[config.mk]
export PLATFORM = sky130hd
export DESIGN_NAME = lane_link_status_regs
export DESIGN_NICKNAME = d
export VERILOG_FILES = /design/src/hdl/lane_status_pkg.sv /design/src/hdl/lane_err_counter.sv /design/src/hdl/lane_link_status_regs.sv /design/src/hdl/sync2.sv
export SDC_FILE = /design/constraint.sdc
export NUM_CORES = 1
export LEC_CHECK = 0
export ABC_AREA = 1
export BUFFER_PORTS_ARGS = -buffer_cell sky130_fd_sc_hd__buf_2
export CORE_MARGIN = 4
export CORE_UTILIZATION = 50
export CTS_BUF_LIST = sky130_fd_sc_hd__clkbuf_2
export CTS_CLUSTER_DIAMETER = 150
export DETAILED_ROUTE_END_ITERATION = 8
export GPL_TIMING_DRIVEN = 0
export PLACE_DENSITY_LB_ADDON = 0.2
export SETUP_SLACK_MARGIN = 0.5
export SYNTH_ARGS = -nofsm -noshare
export SYNTH_HDL_FRONTEND = slang
export SYNTH_SLANG_ARGS = --single-unit
[constraint.sdc]
create_clock -name aclk -period 2.6 [get_ports aclk]
set_input_delay 0.39 -clock aclk [delete_from_list [all_inputs] [get_ports aclk]]
set_output_delay 0.39 -clock aclk [all_outputs]
set_load 0.05 [all_outputs]
[src/hdl/lane_status_pkg.sv]
// Constants shared by the lane link status register bank.
package lane_status_pkg;

  // Bus and structure sizes.
  localparam int ADDR_W       = 16;
  localparam int DATA_W       = 32;
  localparam int NUM_LINKS    = 2;
  localparam int NUM_LANES    = 2;
  localparam int NUM_ERR      = 3;
  localparam int NUM_LVL      = 5;
  localparam int COUNT_W      = 8;
  localparam int IRQ_W        = 4;
  localparam int WATCH_W      = 6;
  localparam int NUM_CNT      = NUM_LINKS * NUM_LANES * NUM_ERR;
  localparam int NUM_SYNC     = NUM_LINKS * NUM_LANES * NUM_LVL;

  // Register indices; the byte address is four times the index.
  localparam logic [13:0] IDX_LINK_PAGE    = 14'h0300;
  localparam logic [13:0] IDX_LANE1_STATUS = 14'h04B1;
  localparam logic [13:0] IDX_LANE2_STATUS = 14'h04B2;
  localparam logic [13:0] IDX_ERR_THRESH   = 14'h0310;
  localparam logic [13:0] IDX_IRQ_STATUS   = 14'h0311;
  localparam logic [13:0] IDX_IRQ_MASK     = 14'h0312;
  localparam logic [13:0] IDX_CNT_CLEAR    = 14'h0313;

  // Register select codes produced by the address decoder.
  localparam logic [2:0] SEL_NONE   = 3'h0;
  localparam logic [2:0] SEL_PAGE   = 3'h1;
  localparam logic [2:0] SEL_LANE1  = 3'h2;
  localparam logic [2:0] SEL_LANE2  = 3'h3;
  localparam logic [2:0] SEL_THRESH = 3'h4;
  localparam logic [2:0] SEL_ISTAT  = 3'h5;
  localparam logic [2:0] SEL_IMASK  = 3'h6;
  localparam logic [2:0] SEL_CLEAR  = 3'h7;

  // Bus responses.
  localparam logic [1:0] RESP_OKAY   = 2'h0;
  localparam logic [1:0] RESP_DECERR = 2'h3;

  // Bit positions inside a lane status byte.
  localparam int BIT_BDE = 7;
  localparam int BIT_NIT = 6;
  localparam int BIT_UEK = 5;
  localparam int BIT_ILD = 4;
  localparam int BIT_ILS = 3;
  localparam int BIT_CKS = 2;
  localparam int BIT_FS  = 1;
  localparam int BIT_CGS = 0;

  // Positions inside the per-lane error and level groups.
  localparam int ERR_BDE = 2;
  localparam int ERR_NIT = 1;
  localparam int ERR_UEK = 0;
  localparam int LVL_ILD = 4;
  localparam int LVL_ILS = 3;
  localparam int LVL_CKS = 2;
  localparam int LVL_FS  = 1;
  localparam int LVL_CGS = 0;

  // Interrupt status bit positions.
  localparam int IRQ_LANE1_ERR  = 0;
  localparam int IRQ_LANE2_ERR  = 1;
  localparam int IRQ_LANE1_LOST = 2;
  localparam int IRQ_LANE2_LOST = 3;

  // Reset values and the counter saturation limit.
  localparam logic [7:0]         STATUS_RST = 8'h00;
  localparam logic [COUNT_W-1:0] COUNT_RST  = 8'h00;
  localparam logic [COUNT_W-1:0] COUNT_MAX  = 8'hFF;
  localparam logic [COUNT_W-1:0] THRESH_RST = 8'hFF;
  localparam logic [IRQ_W-1:0]   IRQ_RST    = 4'h0;
  localparam logic [WATCH_W-1:0] WATCH_RST  = 6'h3C;
  localparam logic [DATA_W-1:0]  DATA_RST   = 32'h0000_0000;

endpackage

[src/hdl/lane_err_counter.sv]
// Saturating lane error counter with threshold comparison.
`timescale 1ns/1ps
`default_nettype none
module lane_err_counter
  import lane_status_pkg::*;
(
  input  wire logic               aclk,
  input  wire logic               aresetn,
  input  wire logic               clear,
  input  wire logic               err_pulse,
  input  wire logic [COUNT_W-1:0] threshold,
  output logic                    reached
);

  logic [COUNT_W-1:0] count_r;
  logic [COUNT_W-1:0] count_nxt;
  logic               reached_r;
  logic               reached_nxt;

  // Count errors up to saturation; the flag tracks the count it goes with.
  always_comb begin
    count_nxt = count_r;
    if (clear) begin
      count_nxt = COUNT_RST;
    end else if (err_pulse && (count_r != COUNT_MAX)) begin
      count_nxt = count_r + 8'h01;
    end
    reached_nxt = (count_nxt >= threshold);
  end

  // The flag reads zero while reset holds, whatever the threshold.
  always_ff @(posedge aclk) begin
    if (!aresetn) begin
      count_r   <= COUNT_RST;
      reached_r <= 1'b0;
    end else begin
      count_r   <= count_nxt;
      reached_r <= reached_nxt;
    end
  end

  assign reached = reached_r;

endmodule
`default_nettype wire

[src/hdl/lane_link_status_regs.sv]
// Paged per-lane link status registers behind an AXI4-Lite slave.
//
// Register access over AXI4-Lite was chosen for this implementation.
`timescale 1ns/1ps
`default_nettype none
module lane_link_status_regs
  import lane_status_pkg::*;
(
  input  wire logic                 aclk,
  input  wire logic                 aresetn,
  input  wire logic [ADDR_W-1:0]    awaddr,
  input  wire logic [2:0]           awprot,
  input  wire logic                 awvalid,
  output logic                      awready,
  input  wire logic [DATA_W-1:0]    wdata,
  input  wire logic [3:0]           wstrb,
  input  wire logic                 wvalid,
  output logic                      wready,
  output logic [1:0]                bresp,
  output logic                      bvalid,
  input  wire logic                 bready,
  input  wire logic [ADDR_W-1:0]    araddr,
  input  wire logic [2:0]           arprot,
  input  wire logic                 arvalid,
  output logic                      arready,
  output logic [DATA_W-1:0]         rdata,
  output logic [1:0]                rresp,
  output logic                      rvalid,
  input  wire logic                 rready,
  input  wire logic [NUM_LINKS-1:0] lane1_disparity_err_pulse,
  input  wire logic [NUM_LINKS-1:0] lane1_bad_code_err_pulse,
  input  wire logic [NUM_LINKS-1:0] lane1_unexpected_ctrl_char_pulse,
  input  wire logic [NUM_LINKS-1:0] lane2_disparity_err_pulse,
  input  wire logic [NUM_LINKS-1:0] lane2_bad_code_err_pulse,
  input  wire logic [NUM_LINKS-1:0] lane2_unexpected_ctrl_char_pulse,
  input  wire logic [NUM_LINKS-1:0] lane1_deskew_done,
  input  wire logic [NUM_LINKS-1:0] lane1_initial_sync_done,
  input  wire logic [NUM_LINKS-1:0] lane1_checksum_ok,
  input  wire logic [NUM_LINKS-1:0] lane1_frame_sync_done,
  input  wire logic [NUM_LINKS-1:0] lane1_codegroup_sync_done,
  input  wire logic [NUM_LINKS-1:0] lane2_deskew_done,
  input  wire logic [NUM_LINKS-1:0] lane2_initial_sync_done,
  input  wire logic [NUM_LINKS-1:0] lane2_checksum_ok,
  input  wire logic [NUM_LINKS-1:0] lane2_frame_sync_done,
  input  wire logic [NUM_LINKS-1:0] lane2_codegroup_sync_done,
  output logic                      irq
);

  // Maps a byte address onto a register select code.
  function automatic logic [2:0] decode_sel(input logic [ADDR_W-1:0] a);
    logic [13:0] idx;
    idx = a[ADDR_W-1:2];
    case (idx)
      IDX_LINK_PAGE:    decode_sel = SEL_PAGE;
      IDX_LANE1_STATUS: decode_sel = SEL_LANE1;
      IDX_LANE2_STATUS: decode_sel = SEL_LANE2;
      IDX_ERR_THRESH:   decode_sel = SEL_THRESH;
      IDX_IRQ_STATUS:   decode_sel = SEL_ISTAT;
      IDX_IRQ_MASK:     decode_sel = SEL_IMASK;
      IDX_CNT_CLEAR:    decode_sel = SEL_CLEAR;
      default:          decode_sel = SEL_NONE;
    endcase
  endfunction

  // Packs one lane's threshold flags and sync levels into a status byte.
  function automatic logic [7:0] make_status(input logic [2:0] errs,
                                             input logic [4:0] lvls);
    logic [7:0] s;
    s          = STATUS_RST;
    s[BIT_BDE] = errs[ERR_BDE];
    s[BIT_NIT] = errs[ERR_NIT];
    s[BIT_UEK] = errs[ERR_UEK];
    s[BIT_ILD] = lvls[LVL_ILD];
    s[BIT_ILS] = lvls[LVL_ILS];
    s[BIT_CKS] = lvls[LVL_CKS];
    s[BIT_FS]  = lvls[LVL_FS];
    s[BIT_CGS] = lvls[LVL_CGS];
    make_status = s;
  endfunction

  logic [NUM_SYNC-1:0]  lvl_raw;
  logic [NUM_SYNC-1:0]  lvl_sync;
  logic [NUM_CNT-1:0]   err_ev;
  logic [NUM_CNT-1:0]   reached;
  logic [7:0]           lane_stat [NUM_LINKS][NUM_LANES];
  logic [7:0]           lane1_link_status;
  logic [7:0]           lane2_link_status;
  logic [WATCH_W-1:0]   watch;
  logic [IRQ_W-1:0]     irq_ev;

  logic                 aw_have_r;
  logic                 aw_have_nxt;
  logic [ADDR_W-1:0]    awaddr_r;
  logic [ADDR_W-1:0]    awaddr_nxt;
  logic                 w_have_r;
  logic                 w_have_nxt;
  logic [DATA_W-1:0]    wdata_r;
  logic [DATA_W-1:0]    wdata_nxt;
  logic [3:0]           wstrb_r;
  logic [3:0]           wstrb_nxt;
  logic                 bvalid_r;
  logic                 bvalid_nxt;
  logic [1:0]           bresp_r;
  logic [1:0]           bresp_nxt;
  logic                 rvalid_r;
  logic                 rvalid_nxt;
  logic [1:0]           rresp_r;
  logic [1:0]           rresp_nxt;
  logic [DATA_W-1:0]    rdata_r;
  logic [DATA_W-1:0]    rdata_nxt;

  logic                 link_page_r;
  logic                 link_page_nxt;
  logic [COUNT_W-1:0]   thresh_r;
  logic [COUNT_W-1:0]   thresh_nxt;
  logic [IRQ_W-1:0]     irq_mask_r;
  logic [IRQ_W-1:0]     irq_mask_nxt;
  logic [IRQ_W-1:0]     irq_stat_r;
  logic [IRQ_W-1:0]     irq_stat_nxt;
  logic [WATCH_W-1:0]   watch_r;
  logic                 cnt_clear_r;
  logic                 cnt_clear_nxt;

  logic                 aw_take;
  logic                 w_take;
  logic                 ar_take;
  logic                 do_write;
  logic [ADDR_W-1:0]    wr_addr;
  logic [DATA_W-1:0]    wr_data;
  logic [3:0]           wr_strb;
  logic [2:0]           wr_sel;
  logic [2:0]           rd_sel;

  // Gather lane inputs per link into flat vectors.
  for (genvar l = 0; l < NUM_LINKS; l++) begin : g_link
    assign lvl_raw[l*10 +: 5] = {lane1_deskew_done[l],
                                 lane1_initial_sync_done[l],
                                 lane1_checksum_ok[l],
                                 lane1_frame_sync_done[l],
                                 lane1_codegroup_sync_done[l]};
    assign lvl_raw[l*10+5 +: 5] = {lane2_deskew_done[l],
                                   lane2_initial_sync_done[l],
                                   lane2_checksum_ok[l],
                                   lane2_frame_sync_done[l],
                                   lane2_codegroup_sync_done[l]};
    assign err_ev[l*6 +: 3]   = {lane1_disparity_err_pulse[l],
                                 lane1_bad_code_err_pulse[l],
                                 lane1_unexpected_ctrl_char_pulse[l]};
    assign err_ev[l*6+3 +: 3] = {lane2_disparity_err_pulse[l],
                                 lane2_bad_code_err_pulse[l],
                                 lane2_unexpected_ctrl_char_pulse[l]};
    for (genvar n = 0; n < NUM_LANES; n++) begin : g_lane
      assign lane_stat[l][n] = make_status(reached[l*6+n*3 +: 3],
                                           lvl_sync[l*10+n*5 +: 5]);
    end
  end

  // Sync levels come from the serial lane domain.
  sync2 #(
    .WIDTH (NUM_SYNC)
  ) u_lvl_sync (
    .aclk    (aclk),
    .aresetn (aresetn),
    .din     (lvl_raw),
    .dout    (lvl_sync)
  );

  // One saturating counter per link, lane and error kind.
  for (genvar c = 0; c < NUM_CNT; c++) begin : g_cnt
    lane_err_counter u_cnt (
      .aclk      (aclk),
      .aresetn   (aresetn),
      .clear     (cnt_clear_r),
      .err_pulse (err_ev[c]),
      .threshold (thresh_r),
      .reached   (reached[c])
    );
  end

  // The link page chooses which link both lane registers show.
  assign lane1_link_status = lane_stat[link_page_r][0];
  assign lane2_link_status = lane_stat[link_page_r][1];

  // Watched levels: threshold reached per lane, and sync absent per link and lane.
  assign watch = {~lvl_sync[15+LVL_CGS], ~lvl_sync[5+LVL_CGS],
                  ~lvl_sync[10+LVL_CGS], ~lvl_sync[LVL_CGS],
                  (|reached[9 +: 3]) | (|reached[3 +: 3]),
                  (|reached[6 +: 3]) | (|reached[0 +: 3])};

  // Rising edges of the watched levels become interrupt events.
  always_comb begin
    irq_ev                 = IRQ_RST;
    irq_ev[IRQ_LANE1_ERR]  = watch[0] & ~watch_r[0];
    irq_ev[IRQ_LANE2_ERR]  = watch[1] & ~watch_r[1];
    irq_ev[IRQ_LANE1_LOST] = (watch[2] & ~watch_r[2]) |
                             (watch[3] & ~watch_r[3]);
    irq_ev[IRQ_LANE2_LOST] = (watch[4] & ~watch_r[4]) |
                             (watch[5] & ~watch_r[5]);
  end

  // Handshake terms of the bus slave.
  assign awready  = !aw_have_r && !bvalid_r;
  assign wready   = !w_have_r && !bvalid_r;
  assign arready  = !rvalid_r;
  assign aw_take  = awvalid && awready;
  assign w_take   = wvalid && wready;
  assign ar_take  = arvalid && arready;
  assign wr_addr  = aw_have_r ? awaddr_r : awaddr;
  assign wr_data  = w_have_r ? wdata_r : wdata;
  assign wr_strb  = w_have_r ? wstrb_r : wstrb;
  assign do_write = (aw_have_r || aw_take) && (w_have_r || w_take);
  assign wr_sel   = decode_sel(wr_addr);
  assign rd_sel   = decode_sel(araddr);

  // Bus channel state: capture address and data in either order.
  always_comb begin
    aw_have_nxt = aw_have_r;
    awaddr_nxt  = awaddr_r;
    w_have_nxt  = w_have_r;
    wdata_nxt   = wdata_r;
    wstrb_nxt   = wstrb_r;
    bvalid_nxt  = bvalid_r && !bready;
    bresp_nxt   = bresp_r;
    rvalid_nxt  = rvalid_r && !rready;
    rresp_nxt   = rresp_r;
    rdata_nxt   = rdata_r;
    if (aw_take) begin
      aw_have_nxt = 1'b1;
      awaddr_nxt  = awaddr;
    end
    if (w_take) begin
      w_have_nxt = 1'b1;
      wdata_nxt  = wdata;
      wstrb_nxt  = wstrb;
    end
    if (do_write) begin
      aw_have_nxt = 1'b0;
      w_have_nxt  = 1'b0;
      bvalid_nxt  = 1'b1;
      bresp_nxt   = (wr_sel == SEL_NONE) ? RESP_DECERR : RESP_OKAY;
    end
    if (ar_take) begin
      rvalid_nxt = 1'b1;
      rresp_nxt  = (rd_sel == SEL_NONE) ? RESP_DECERR : RESP_OKAY;
      case (rd_sel)
        SEL_PAGE:   rdata_nxt = {{(DATA_W-1){1'b0}}, link_page_r};
        SEL_LANE1:  rdata_nxt = {{(DATA_W-8){1'b0}}, lane1_link_status};
        SEL_LANE2:  rdata_nxt = {{(DATA_W-8){1'b0}}, lane2_link_status};
        SEL_THRESH: rdata_nxt = {{(DATA_W-COUNT_W){1'b0}}, thresh_r};
        SEL_ISTAT:  rdata_nxt = {{(DATA_W-IRQ_W){1'b0}}, irq_stat_r};
        SEL_IMASK:  rdata_nxt = {{(DATA_W-IRQ_W){1'b0}}, irq_mask_r};
        default:    rdata_nxt = DATA_RST;
      endcase
    end
  end

  // Control registers; lane status selects take no write effect.
  always_comb begin
    link_page_nxt = link_page_r;
    thresh_nxt    = thresh_r;
    irq_mask_nxt  = irq_mask_r;
    cnt_clear_nxt = 1'b0;
    if (do_write && wr_strb[0]) begin
      case (wr_sel)
        SEL_PAGE:   link_page_nxt = wr_data[0];
        SEL_THRESH: thresh_nxt    = wr_data[COUNT_W-1:0];
        SEL_IMASK:  irq_mask_nxt  = wr_data[IRQ_W-1:0];
        SEL_CLEAR:  cnt_clear_nxt = wr_data[0];
        default:    link_page_nxt = link_page_r;
      endcase
    end
    // A read of the interrupt status register clears it, but an event in that same cycle still lands.
    irq_stat_nxt = ((ar_take && (rd_sel == SEL_ISTAT)) ? IRQ_RST
                                                       : irq_stat_r) | irq_ev;
  end

  // Register everything on each clock edge.
  always_ff @(posedge aclk) begin
    if (!aresetn) begin
      aw_have_r   <= 1'b0;
      awaddr_r    <= '0;
      w_have_r    <= 1'b0;
      wdata_r     <= DATA_RST;
      wstrb_r     <= 4'h0;
      bvalid_r    <= 1'b0;
      bresp_r     <= RESP_OKAY;
      rvalid_r    <= 1'b0;
      rresp_r     <= RESP_OKAY;
      rdata_r     <= DATA_RST;
      link_page_r <= 1'b0;
      thresh_r    <= THRESH_RST;
      irq_mask_r  <= IRQ_RST;
      irq_stat_r  <= IRQ_RST;
      watch_r     <= WATCH_RST;
      cnt_clear_r <= 1'b0;
    end else begin
      aw_have_r   <= aw_have_nxt;
      awaddr_r    <= awaddr_nxt;
      w_have_r    <= w_have_nxt;
      wdata_r     <= wdata_nxt;
      wstrb_r     <= wstrb_nxt;
      bvalid_r    <= bvalid_nxt;
      bresp_r     <= bresp_nxt;
      rvalid_r    <= rvalid_nxt;
      rresp_r     <= rresp_nxt;
      rdata_r     <= rdata_nxt;
      link_page_r <= link_page_nxt;
      thresh_r    <= thresh_nxt;
      irq_mask_r  <= irq_mask_nxt;
      irq_stat_r  <= irq_stat_nxt;
      watch_r     <= watch;
      cnt_clear_r <= cnt_clear_nxt;
    end
  end

  // Outputs.
  assign bvalid = bvalid_r;
  assign bresp  = bresp_r;
  assign rvalid = rvalid_r;
  assign rresp  = rresp_r;
  assign rdata  = rdata_r;
  assign irq    = |(irq_stat_r & irq_mask_r);

endmodule
`default_nettype wire

[src/hdl/sync2.sv]
// Two-flip-flop synchroniser for level signals from the lane domain.
`timescale 1ns/1ps
`default_nettype none
module sync2 #(
  parameter int WIDTH = 1
) (
  input  wire logic             aclk,
  input  wire logic             aresetn,
  input  wire logic [WIDTH-1:0] din,
  output logic      [WIDTH-1:0] dout
);

  logic [WIDTH-1:0] meta_r;
  logic [WIDTH-1:0] meta_nxt;
  logic [WIDTH-1:0] sync_r;
  logic [WIDTH-1:0] sync_nxt;

  // The first stage feeds only the second stage.
  always_comb begin
    meta_nxt = din;
    sync_nxt = meta_r;
  end

  // Both stages clear to zero under reset.
  always_ff @(posedge aclk) begin
    if (!aresetn) begin
      meta_r <= '0;
      sync_r <= '0;
    end else begin
      meta_r <= meta_nxt;
      sync_r <= sync_nxt;
    end
  end

  assign dout = sync_r;

endmodule
`default_nettype wire

Word level (Yosys, flattened, before mapping)
Cells that the tools add are included.
{"block": "classes", "addsub": 12, "n_lt_le_gt_ge": 13, "n_eq_ne": 36, "muxes": 38, "n_bitwise": 24, "reduce_logical": 42}
{"cell": "two-way mux 8 bit", "count": 25}
{"cell": "== test 14 x 10 -> 1 bit, second input constant", "count": 10}
{"cell": "adder 8 x 1 -> 8 bit, second input constant", "count": 12}
{"cell": ">= comparator 8 bit", "count": 12}
{"cell": "!= test 8 bit, second input constant", "count": 12}
{"cell": "two-way mux 16 bit", "count": 4}
{"cell": "== test 14 x 11 -> 1 bit, second input constant", "count": 4}
{"cell": "one-hot mux 8 bit (6 select lines)", "count": 1}
{"cell": "one-hot mux 3 bit (7 select lines)", "count": 2}
{"cell": "logical AND 1 bit", "count": 22}
{"cell": "== test 3 bit, second input constant", "count": 6}
{"cell": "OR reduction 3 bit", "count": 4}
{"cell": "NOT 1 bit", "count": 11}
{"cell": "bitwise AND 1 bit", "count": 6}
{"cell": "== test 3 x 1 -> 1 bit, second input constant", "count": 2}
{"cell": "== test 3 x 2 -> 1 bit, second input constant", "count": 2}
{"cell": "zero test 1 bit", "count": 6}
{"cell": "zero test 3 bit", "count": 2}
{"cell": "AND reduction 2 bit", "count": 3}
{"cell": "bitwise AND 4 bit", "count": 1}
{"cell": "two-way mux 2 bit", "count": 2}
{"cell": "two-way mux 4 bit", "count": 1}
{"cell": "OR 1 bit", "count": 4}
{"cell": "OR 4 bit", "count": 1}
{"cell": "other kinds (7)", "count": 10}
{"block": "totals", "reg_bits": 237, "in_bits": 113, "out_inout_bits": 42, "wordCells": 207}

Depth between registers and ports, before layout
Gate-level depths: netlist of run 1.
{"block": "depth", "word_depth": 7, "ltp_mapped": 19, "mapped_depth_nobuf": 19}

By module
A second synthesis of run 1 with hierarchy kept.
{"block": "unflattened", "cells_unflattened": 2094, "area_unflattened_um2": 13594.3}
{"module": "lane_err_counter at g_cnt[2].u_cnt ...", "n_inst": 7, "cells_per_inst": 115, "area_per_inst_um2": 734.5, "seq_area_each_um2": 180.2}
{"module": "lane_err_counter at g_cnt[0].u_cnt ...", "n_inst": 5, "cells_per_inst": 122, "area_per_inst_um2": 744.5, "seq_area_each_um2": 180.2}
{"module": "lane_link_status_regs", "n_inst": 1, "cells_per_inst": 555, "area_per_inst_um2": 3584.7, "seq_area_each_um2": 1221.2}
{"module": "sync2", "n_inst": 1, "cells_per_inst": 124, "area_per_inst_um2": 1146.1, "seq_area_each_um2": 800.8}

Worst setup path after synthesis of run 1
Ideal clock, no wire load.
{"block": "synth_timing", "path_type": "reg2reg", "startpoint": "reg bvalid_r, in the netlist bvalid", "endpoint": "reg thresh_r[0]", "setup_time_ns": 0.133, "arrival_ns": 2.291, "required_time_ns": 2.467, "setup_slack_ns": 0.176, "stages_incl_launch_ff": 9, "n_path_buf": 0, "synth_period_minus_slack_ns": 2.424, "path_cell_list": "dfxtp_1 nor2_1 nand2_1 inv_2 o21ai_1 nor2_4 nand3_4 nand2_1 nand3_1"}
{"block": "synth_via", "elab_chain_cells": 7, "elab_cells_between_ends": 10, "cone_classes": "reduce/logical (10)"}
{"element": "from (decl)", "line_no": "lane_link_status_regs.sv:101", "rtl": "logic bvalid_r;"}
{"element": "from (signal assigned)", "line_no": "lane_link_status_regs.sv:302", "rtl": "bvalid_r <= bvalid_nxt;"}
{"element": "zero test 1 bit", "line_no": "lane_link_status_regs.sv:202", "rtl": "assign awready = !aw_have_r && !bvalid_r;"}
{"element": "logical AND 1 bit", "line_no": "lane_link_status_regs.sv:202"}
{"element": "named net awready", "line_no": "lane_link_status_regs.sv:14", "rtl": "output logic awready,"}
{"element": "logical AND 1 bit", "line_no": "lane_link_status_regs.sv:205", "rtl": "assign aw_take = awvalid && awready;"}
{"element": "logical OR 1 bit", "line_no": "lane_link_status_regs.sv:211", "rtl": "assign do_write = (aw_have_r || aw_take) && (w_have_r || w_take);"}
{"element": "logical AND 1 bit", "line_no": "lane_link_status_regs.sv:211"}
{"element": "logical AND 1 bit", "line_no": "lane_link_status_regs.sv:263", "rtl": "if (do_write && wr_strb[0]) begin"}
{"element": "AND reduction 2 bit (no source line)"}
{"element": "to (signal assigned)", "line_no": "lane_link_status_regs.sv:308", "rtl": "thresh_r <= thresh_nxt;"}
{"element": "to (decl)", "line_no": "lane_link_status_regs.sv:114", "rtl": "logic [COUNT_W-1:0] thresh_r;"}
The timed path passes the listed nets, and every way through them passes these cells.
A chain may end at the register's enable or synchronous reset.

Worst setup path after layout of run 1
{"block": "layout_timing", "startpoint": "reg g_cnt[7].u_cnt.count_r[0]", "endpoint": "reg g_cnt[7].u_cnt.reached_r"}
{"block": "layout_via", "elab_chain_cells": 5, "elab_cells_between_ends": 6, "cone_classes": "add/sub (1); order compare (1); eq/ne (1); mux (2); reduce/logical (1)"}
{"element": "from (decl)", "line_no": "lane_err_counter.sv:15", "rtl": "logic [COUNT_W-1:0] count_r;"}
{"element": "from (signal assigned)", "line_no": "lane_err_counter.sv:37", "rtl": "count_r <= count_nxt;"}
{"element": "parallel branches: the longest is 2 deep, another holds adder 8 x 1 -> 8 bit"}
{"element": "two-way mux 8 bit *", "line_no": "lane_err_counter.sv:25", "rtl": "end else if (err_pulse && (count_r != COUNT_MAX)) begin"}
{"element": "two-way mux 8 bit *", "line_no": "lane_err_counter.sv:23", "rtl": "if (clear) begin"}
{"element": "named net g_cnt[7].u_cnt.count_nxt[4]", "line_no": "lane_err_counter.sv:16", "rtl": "logic [COUNT_W-1:0] count_nxt;"}
{"element": ">= comparator 8 bit *", "line_no": "lane_err_counter.sv:28", "rtl": "reached_nxt = (count_nxt >= threshold);"}
{"element": "to (signal assigned)", "line_no": "lane_err_counter.sv:38", "rtl": "reached_r <= reached_nxt;"}
{"element": "to (decl)", "line_no": "lane_err_counter.sv:17", "rtl": "logic reached_r;"}
Mark *: on every way through the listed nets, which the timed path passes.

==> flow_metrics.tcl, run 1 <==
set metrics [dict create \
    slew_headroom_pct 27.0 \
    crit_chain "ha_4 -> inv_4 -> nor2_4 -> nand4_1 -> nand2_4 -> buf_4 -> buf_4 -> nand2_1 -> nand2_1 -> nand2_1 -> inv_1 -> ha_1 -> nand2_2 -> nor2_4 -> nand4_1 -> o2111ai_2 -> nand2_1 -> inv_1" \
    die_w_microns 166 \
    skew_ps 102 \
    track_usage_pct 25.2 \
    end_kind "flop" \
    outcome "complete, no violations" \
    startpoint "g_cnt[7].u_cnt.count_r[0]" \
    synth-compound-area-share_pct 9.77 \
    slowest_delay_ps 370 \
    worstPathMaxFanout 7 \
    synth-edff-count 0 \
    route.detailed.drc 0 \
    fmax_mhz 427 \
    antenna_found_initial 1 \
    cpMostUsedCell "nand2_1" \
    r2r_cells 18 \
    rows 57 \
    grt_pass1_vias 12440 \
    vias_per_cell 5.13 \
    p_leak_nw 8.44 \
    cts_sinks 209 \
    synth_warnings 0 \
    worstSetupPathType "flop to flop" \
    gr-total-overflow 0 \
    rsz0062_at_grt "true" \
    async_reset_ff_share_pct 0 \
    io-pin-count 155 \
    ant_nets 0 \
    register_area_sq_um 4280 \
    cp.depth 18 \
    drive_gt1_share_pct 25.5 \
    slowest_stage "dfxtp_2" \
    ir_drop_v 0.000431 \
    min-delay-path-class "input port to flop" \
    dp_hpwl_mm 23.8 \
    worstReg2RegStart "g_cnt[7].u_cnt.count_r[0]" \
    r2r_slack_ps 260 \
    syn2layout_area_growth_pct 31.6 \
    cts-root-buf "clkbuf_2" \
    seq_area_frac_synth_pct 33.5 \
    synth_area_sq_um 12500 \
    ys_ff_latch 209 \
    synthFlopType "dfxtp_1" \
    synth_top_family_by_area "simple AND/OR/NAND/NOR gates" \
    synth.avg_cell_area_sq_um 6.77 \
    synth_cell_types 42 \
    io_buffers 92 \
    dr.pass1.iters 7 \
    tightest_slew_ps 1090 \
    die_h_microns 166 \
    start_util_pct 51.0 \
    final_core_util_pct 67.2 \
    final_cells 2538 \
    fillers 2089 \
    synth_xor_area_share_pct 3.37 \
    power_density_nw_per_um2 437 \
    grt_max_degree 19 \
    r2r-end "g_cnt[7].u_cnt.reached" \
    cts_tree "built" \
    slew_viol_final 0 \
    crit_family "simple AND/OR/NAND/NOR gates" \
    nets 2386 \
    fin_crit_sh_pct 90.1 \
    period_minus_slack_ps 2340 \
    synth_cells 1844 \
    vias 13009 \
    hold_violations 0 \
    grt_pass1_wl_mm 58.8 \
    arrival_ps 3100 \
    wirelength_mm 37.2 \
    clock_latency_ps 930 \
    synth_fa_ha_area_share_pct 10.8 \
    place_congestion 0.903 \
    drt_iter0_markers 878 \
    cp.buffers_inverters 5 \
    cp-start-kind "flop" \
    synth.area.mux_share_pct 0 \
    numCtsBuffers 57 \
    htreeDepth 2 \
    placed_cells 2283 \
    crit_path_end "g_cnt[7].u_cnt.reached" \
    synthSimpleGateAreaFrac_pct 31.4 \
    dieArea_sq_um 27600 \
    clk_pin_slew_ps 110 \
    coreArea_sq_um 24500 \
    worstPathRequired_ps 3350 \
    multiInputGateArea_sq_um 7950 \
    clockBufferDepth 3 \
    drv_cap 0 \
    setup_viol 0 \
    wire_per_inst_microns 14.7 \
]
-- area by class of cell --
type                       instances  area share (%)
tap                              324            2.47
inverter                         258            6.21
clock buffer                      87            2.65
multi-input combinational       1324            48.4
clock inverter                    20           0.602
buffer                            77            2.81
timing repair inverter             3           0.122
antenna                            1          0.0152
timing repair buffer             235            10.7
sequential                       209            26.0
-- cell usage after synthesis (3+ instances only) --
cell	n	area [sq um]
o21ai_2	6	52.6
nor4_1	6	37.5
o21ai_1	3	15.0
nand2_1	502	1880
clkbuf_1	41	154
nor2_2	3	18.8
nand3_1	96	480
nor2_1	180	676
inv_2	7	26.3
nand3b_1	7	52.6
buf_4	27	203
xnor2_1	20	175
inv_1	247	927
o21bai_1	6	45.0
nor2_4	4	45.0
a21oi_1	112	561
nand2_2	7	43.8
buf_2	5	25.0
xor2_1	28	245
o2111ai_1	12	105
o21ai_0	77	385
nor3_1	55	275
dfxtp_1	209	4180
nand4_1	31	194
and2_1	22	138
ha_1	108	1350
-- registers in the layout (all words and copies together), names as in the netlist, 4 cells and up --
name / flops
watch_r: 6
rdata: 8
g_cnt.u_cnt.reached: 12
u_lvl_sync.meta_r: 20
thresh_r: 8
g_cnt.u_cnt.count_r: 96
irq_stat_r: 4
u_lvl_sync.dout: 20
wdata_r: 8
awaddr_r: 14
irq_mask_r: 4
-- repair_timing --
item,in CTS,in global routing
hold endpoints to repair,121,0
pin swaps,71,89
setup buffers,51,20
hold buffers,71,0
cloned,2,3
setup endpoints to repair,34,16
gates resized for setup,187,153
-- worst register-to-register path, cell delays in order (launching register included) --
cell       delay [ps]
dfxtp_2           370
ha_4              150
inv_4              40
nor2_4             70
nand4_1           140
nand2_4           190
buf_4             140
buf_4              90
nand2_1            40
nand2_1            60
nand2_1            70
inv_1              90
ha_1              240
nand2_2            80
nor2_4             40
nand4_1            90
o2111ai_2         150
nand2_1           120
inv_1              50
-- cells in the final DEF, fill, tap and decap left out, types with 22 or more instances in the layout --
| master | netlist | final |
|---|---|---|
| clkbuf_1 | 41 | 28 |
| and2_1 | 22 | 22 |
| nor2_1 | 180 | 153 |
| nand3_1 | 96 | 78 |
| a21oi_1 | 112 | 92 |
| nand2_1 | 502 | 470 |
| ha_1 | 108 | 87 |
| clkbuf_2 | 0 | 96 |
| nor2_2 | 3 | 22 |
| dfxtp_1 | 209 | 158 |
| dlygate4sd3_1 | 0 | 71 |
| conb_1 | 1 | 24 |
| buf_4 | 27 | 90 |
| o21ai_0 | 77 | 57 |
| xor2_1 | 28 | 28 |
| inv_1 | 247 | 226 |
| nand2_2 | 7 | 28 |
| buf_2 | 5 | 93 |
| nor3_1 | 55 | 44 |
| nand4_1 | 31 | 31 |
| dfxtp_2 | 0 | 39 |
-- power by group --
part | internal (mW) | switching [mW] | leakage (nW)
clock | 0.927 | 1.50 | 0.415
combinational | 0.508 | 0.822 | 6.30
sequential | 3.33 | 0.0871 | 1.73
-- how the worst min path moves through the flow --
stage | start | end | slack [ps] | depth (start not counted)
after floorplan | u_lvl_sync.dout[0] | watch_r[2] | 370 | 1
after global placement | u_lvl_sync.dout[5] | watch_r[4] | 390 | 1
after detailed placement | u_lvl_sync.dout[0] | watch_r[2] | 390 | 1
after CTS | araddr[9] | rdata[0] | 1 | 10
after global routing | araddr[9] | rdata[0] | 90 | 10
final | araddr[9] | rdata[0] | 90 | 10
-- layer usage --
metal / global-route usage [%] / wire (microns) / part of all wire, % / up-vias
li1: - / - / - / 6524
met1: 31.0 / 15900 / 43 / 6015
met2: 44.4 / 18100 / 49 / 374
met3: 4.00 / 2100 / 5.6 / 96
met4: 9.65 / 1060 / 2.9 / 0
met5: 0 / 0 / 0 / -
-- per-stage QoR --
step	TNS, ps	worst slack (ps)	hold WS, ps	total power, mW	cell area, sq um
floorplan	0	505	371	4.26	12600
global placement	-6210	-632	386	4.51	13500
detailed placement	-6110	-589	391	4.54	13500
CTS	0	336	1.13	7.16	15700
global route	0	112	92.1	7.54	16400
finish	0	257	90.2	7.18	16400
-- kinds of logic (layout without fill, tap and decap cells) --
family,after synthesis,in the layout
simple gates,920,921
other cells,1,25
buf+inv,335,680
fa+ha+maj,108,108
xor+xnor,48,48
flops,209,209
compound gates,223,223
No activity file was read; power rests on OpenSTA's default activity.
==> inputs of run 2 (changes only) <==
- RECOVER_POWER: default -> 50
==> flow_metrics.tcl, run 2 (synthesis gave the netlist of run 1 again) <==
set metrics [dict create \
    outcome "complete, no violations" \
    rows 57 \
    gr-total-overflow 0 \
    tightest_slew_ps 1100 \
    r2r-end "g_cnt[7].u_cnt.reached" \
    hold_ws_ps 78.5 \
    register_area_sq_um 4260 \
    cts_sinks 209 \
    die_w_microns 166 \
    skew_ps 104 \
    end_kind "flop" \
    final_cells 2538 \
    worstHoldStart "araddr[9]" \
    drv_cap 0 \
    worstPathRequired_ps 3350 \
    slew_headroom_pct 26.5 \
    dp_hpwl_mm 23.8 \
    clockBufferDepth 3 \
    layout_common_cells "nand2_1 (474), inv_1 (226), dfxtp_1 (166)" \
    coreArea_sq_um 24500 \
    ir_drop_v 0.000431 \
    fin_crit_sh_pct 92.9 \
    worstReg2RegStart "g_cnt[7].u_cnt.count_r[0]" \
    route.detailed.drc 0 \
    p_leak_nw 8.42 \
    track_usage_pct 25.2 \
    wl_met3_mm 2.24 \
    wl_met1_mm 15.9 \
    largest_reg_flops 96 \
    cts-root-buf "clkbuf_2" \
    wire_per_inst_microns 14.7 \
    min-delay-path-class "input port to flop" \
    final_core_util_pct 66.8 \
    io_buffers 92 \
    placed_cells 2283 \
    cp-start-kind "flop" \
    largest_register "g_cnt.u_cnt.count_r" \
    slew_viol_final 0 \
    r2r_cells 18 \
    grt_pass1_wl_mm 58.8 \
    clock_latency_ps 930 \
    ant_nets 0 \
    period_minus_slack_ps 2420 \
    dieArea_sq_um 27600 \
    hold_depth 10 \
    vias 12965 \
    highest_layer "met4" \
    numCtsBuffers 57 \
    power_density_nw_per_um2 439 \
    hold_violations 0 \
    wl_met2_mm 18.3 \
    worstPathMaxFanout 7 \
    arrival_ps 3170 \
    antenna_found_initial 1 \
    r2r_slack_ps 180 \
    fillers 2117 \
    htreeDepth 2 \
    grt_pass1_vias 12440 \
    setup_viol 0 \
    dr.pass1.iters 7 \
    worstSetupPathType "flop to flop" \
    syn2layout_area_growth_pct 30.8 \
    vias_per_cell 5.11 \
    drive_gt1_share_pct 24.5 \
    cts_tree "built" \
    multiInputGateArea_sq_um 7890 \
    wirelength_mm 37.4 \
    drt_iter0_markers 850 \
    layout_commonest_cell "nand2_1" \
    nets 2386 \
    power_mw 7.17 \
    grt_max_degree 19 \
    die_h_microns 166 \
    clk_pin_slew_ps 120 \
    whs_endpoint "rdata[0]" \
    fmax_mhz 414 \
    place_congestion 0.903 \
    rsz0062_at_grt "true" \
    start_util_pct 51.0 \
    io-pin-count 155 \
]
[run 2: worst max-delay path, stage by stage (launching register included)]
cell	delay [ps]
dfxtp_1	410
ha_4	170
inv_4	40
nor2_4	70
nand4_1	140
nand2_4	190
buf_4	140
buf_4	90
nand2_1	40
nand2_1	60
nand2_1	70
inv_1	90
ha_1	240
nand2_2	80
nor2_4	40
nand4_1	90
o2111ai_2	160
nand2_1	120
inv_1	50
[run 2: worst max-delay path by stage]
stage	cells past startpoint	slack, ps	from	end
after floorplan	19	510	g_cnt[7].u_cnt.count_r[0]	g_cnt[7].u_cnt.reached
after global placement	13	-630	cnt_clear_r	g_cnt[0].u_cnt.reached
after detailed placement	13	-590	cnt_clear_r	g_cnt[8].u_cnt.reached
after CTS	19	340	g_cnt[7].u_cnt.count_r[1]	g_cnt[7].u_cnt.reached
after global routing	19	60	g_cnt[7].u_cnt.count_r[0]	g_cnt[7].u_cnt.reached
final	18	180	g_cnt[7].u_cnt.count_r[0]	g_cnt[7].u_cnt.reached
[run 2: timing repair]
| action | 4_1_cts | 5_1_grt |
|---|---|---|
| gates cloned | 2 | 3 |
| hold buffers | 71 | 0 |
| hold endpoints to repair | 121 | 0 |
| endpoints found under the setup margin | 34 | 16 |
| resized for setup | 187 | 153 |
| buffers inserted | 51 | 20 |
| pin swaps | 71 | 89 |
[run 2: layer usage]
metal  GRT usage, %  vias to the layer above
met5              0                        -
met4           9.65                        0
met3           4.00                       86
met2           44.4                      397
met1           31.0                     5954
li1               -                     6528
[run 2: area by class of cell]
cell class	instances	area share (%)
Clock buffer	87	2.67
Timing Repair Buffer	235	10.7
Clock inverter	20	0.605
Buffer	77	2.77
Multi-Input combinational cell	1324	48.3
Inverter	258	6.25
Timing Repair inverter	3	0.123
Sequential cell	209	26.1
Tap cell	324	2.48
Antenna cell	1	0.0153
[run 2: power breakdown]
part,leakage (nW),internal [mW],switching [mW]
Combinational,6.28,0.498,0.818
Clock,0.415,0.927,1.51
Sequential,1.73,3.33,0.0853
Total,8.42,4.76,2.41
[run 2: metrics by stage]
step                area [sq um]  setup TNS [ps]  worst slack, ps
global route               16300               0             64.0
finish                     16300               0              183
floorplan                  12600               0              505
CTS                        15700               0              336
global placement           13500           -6210             -632
detailed placement         13500           -6110             -589
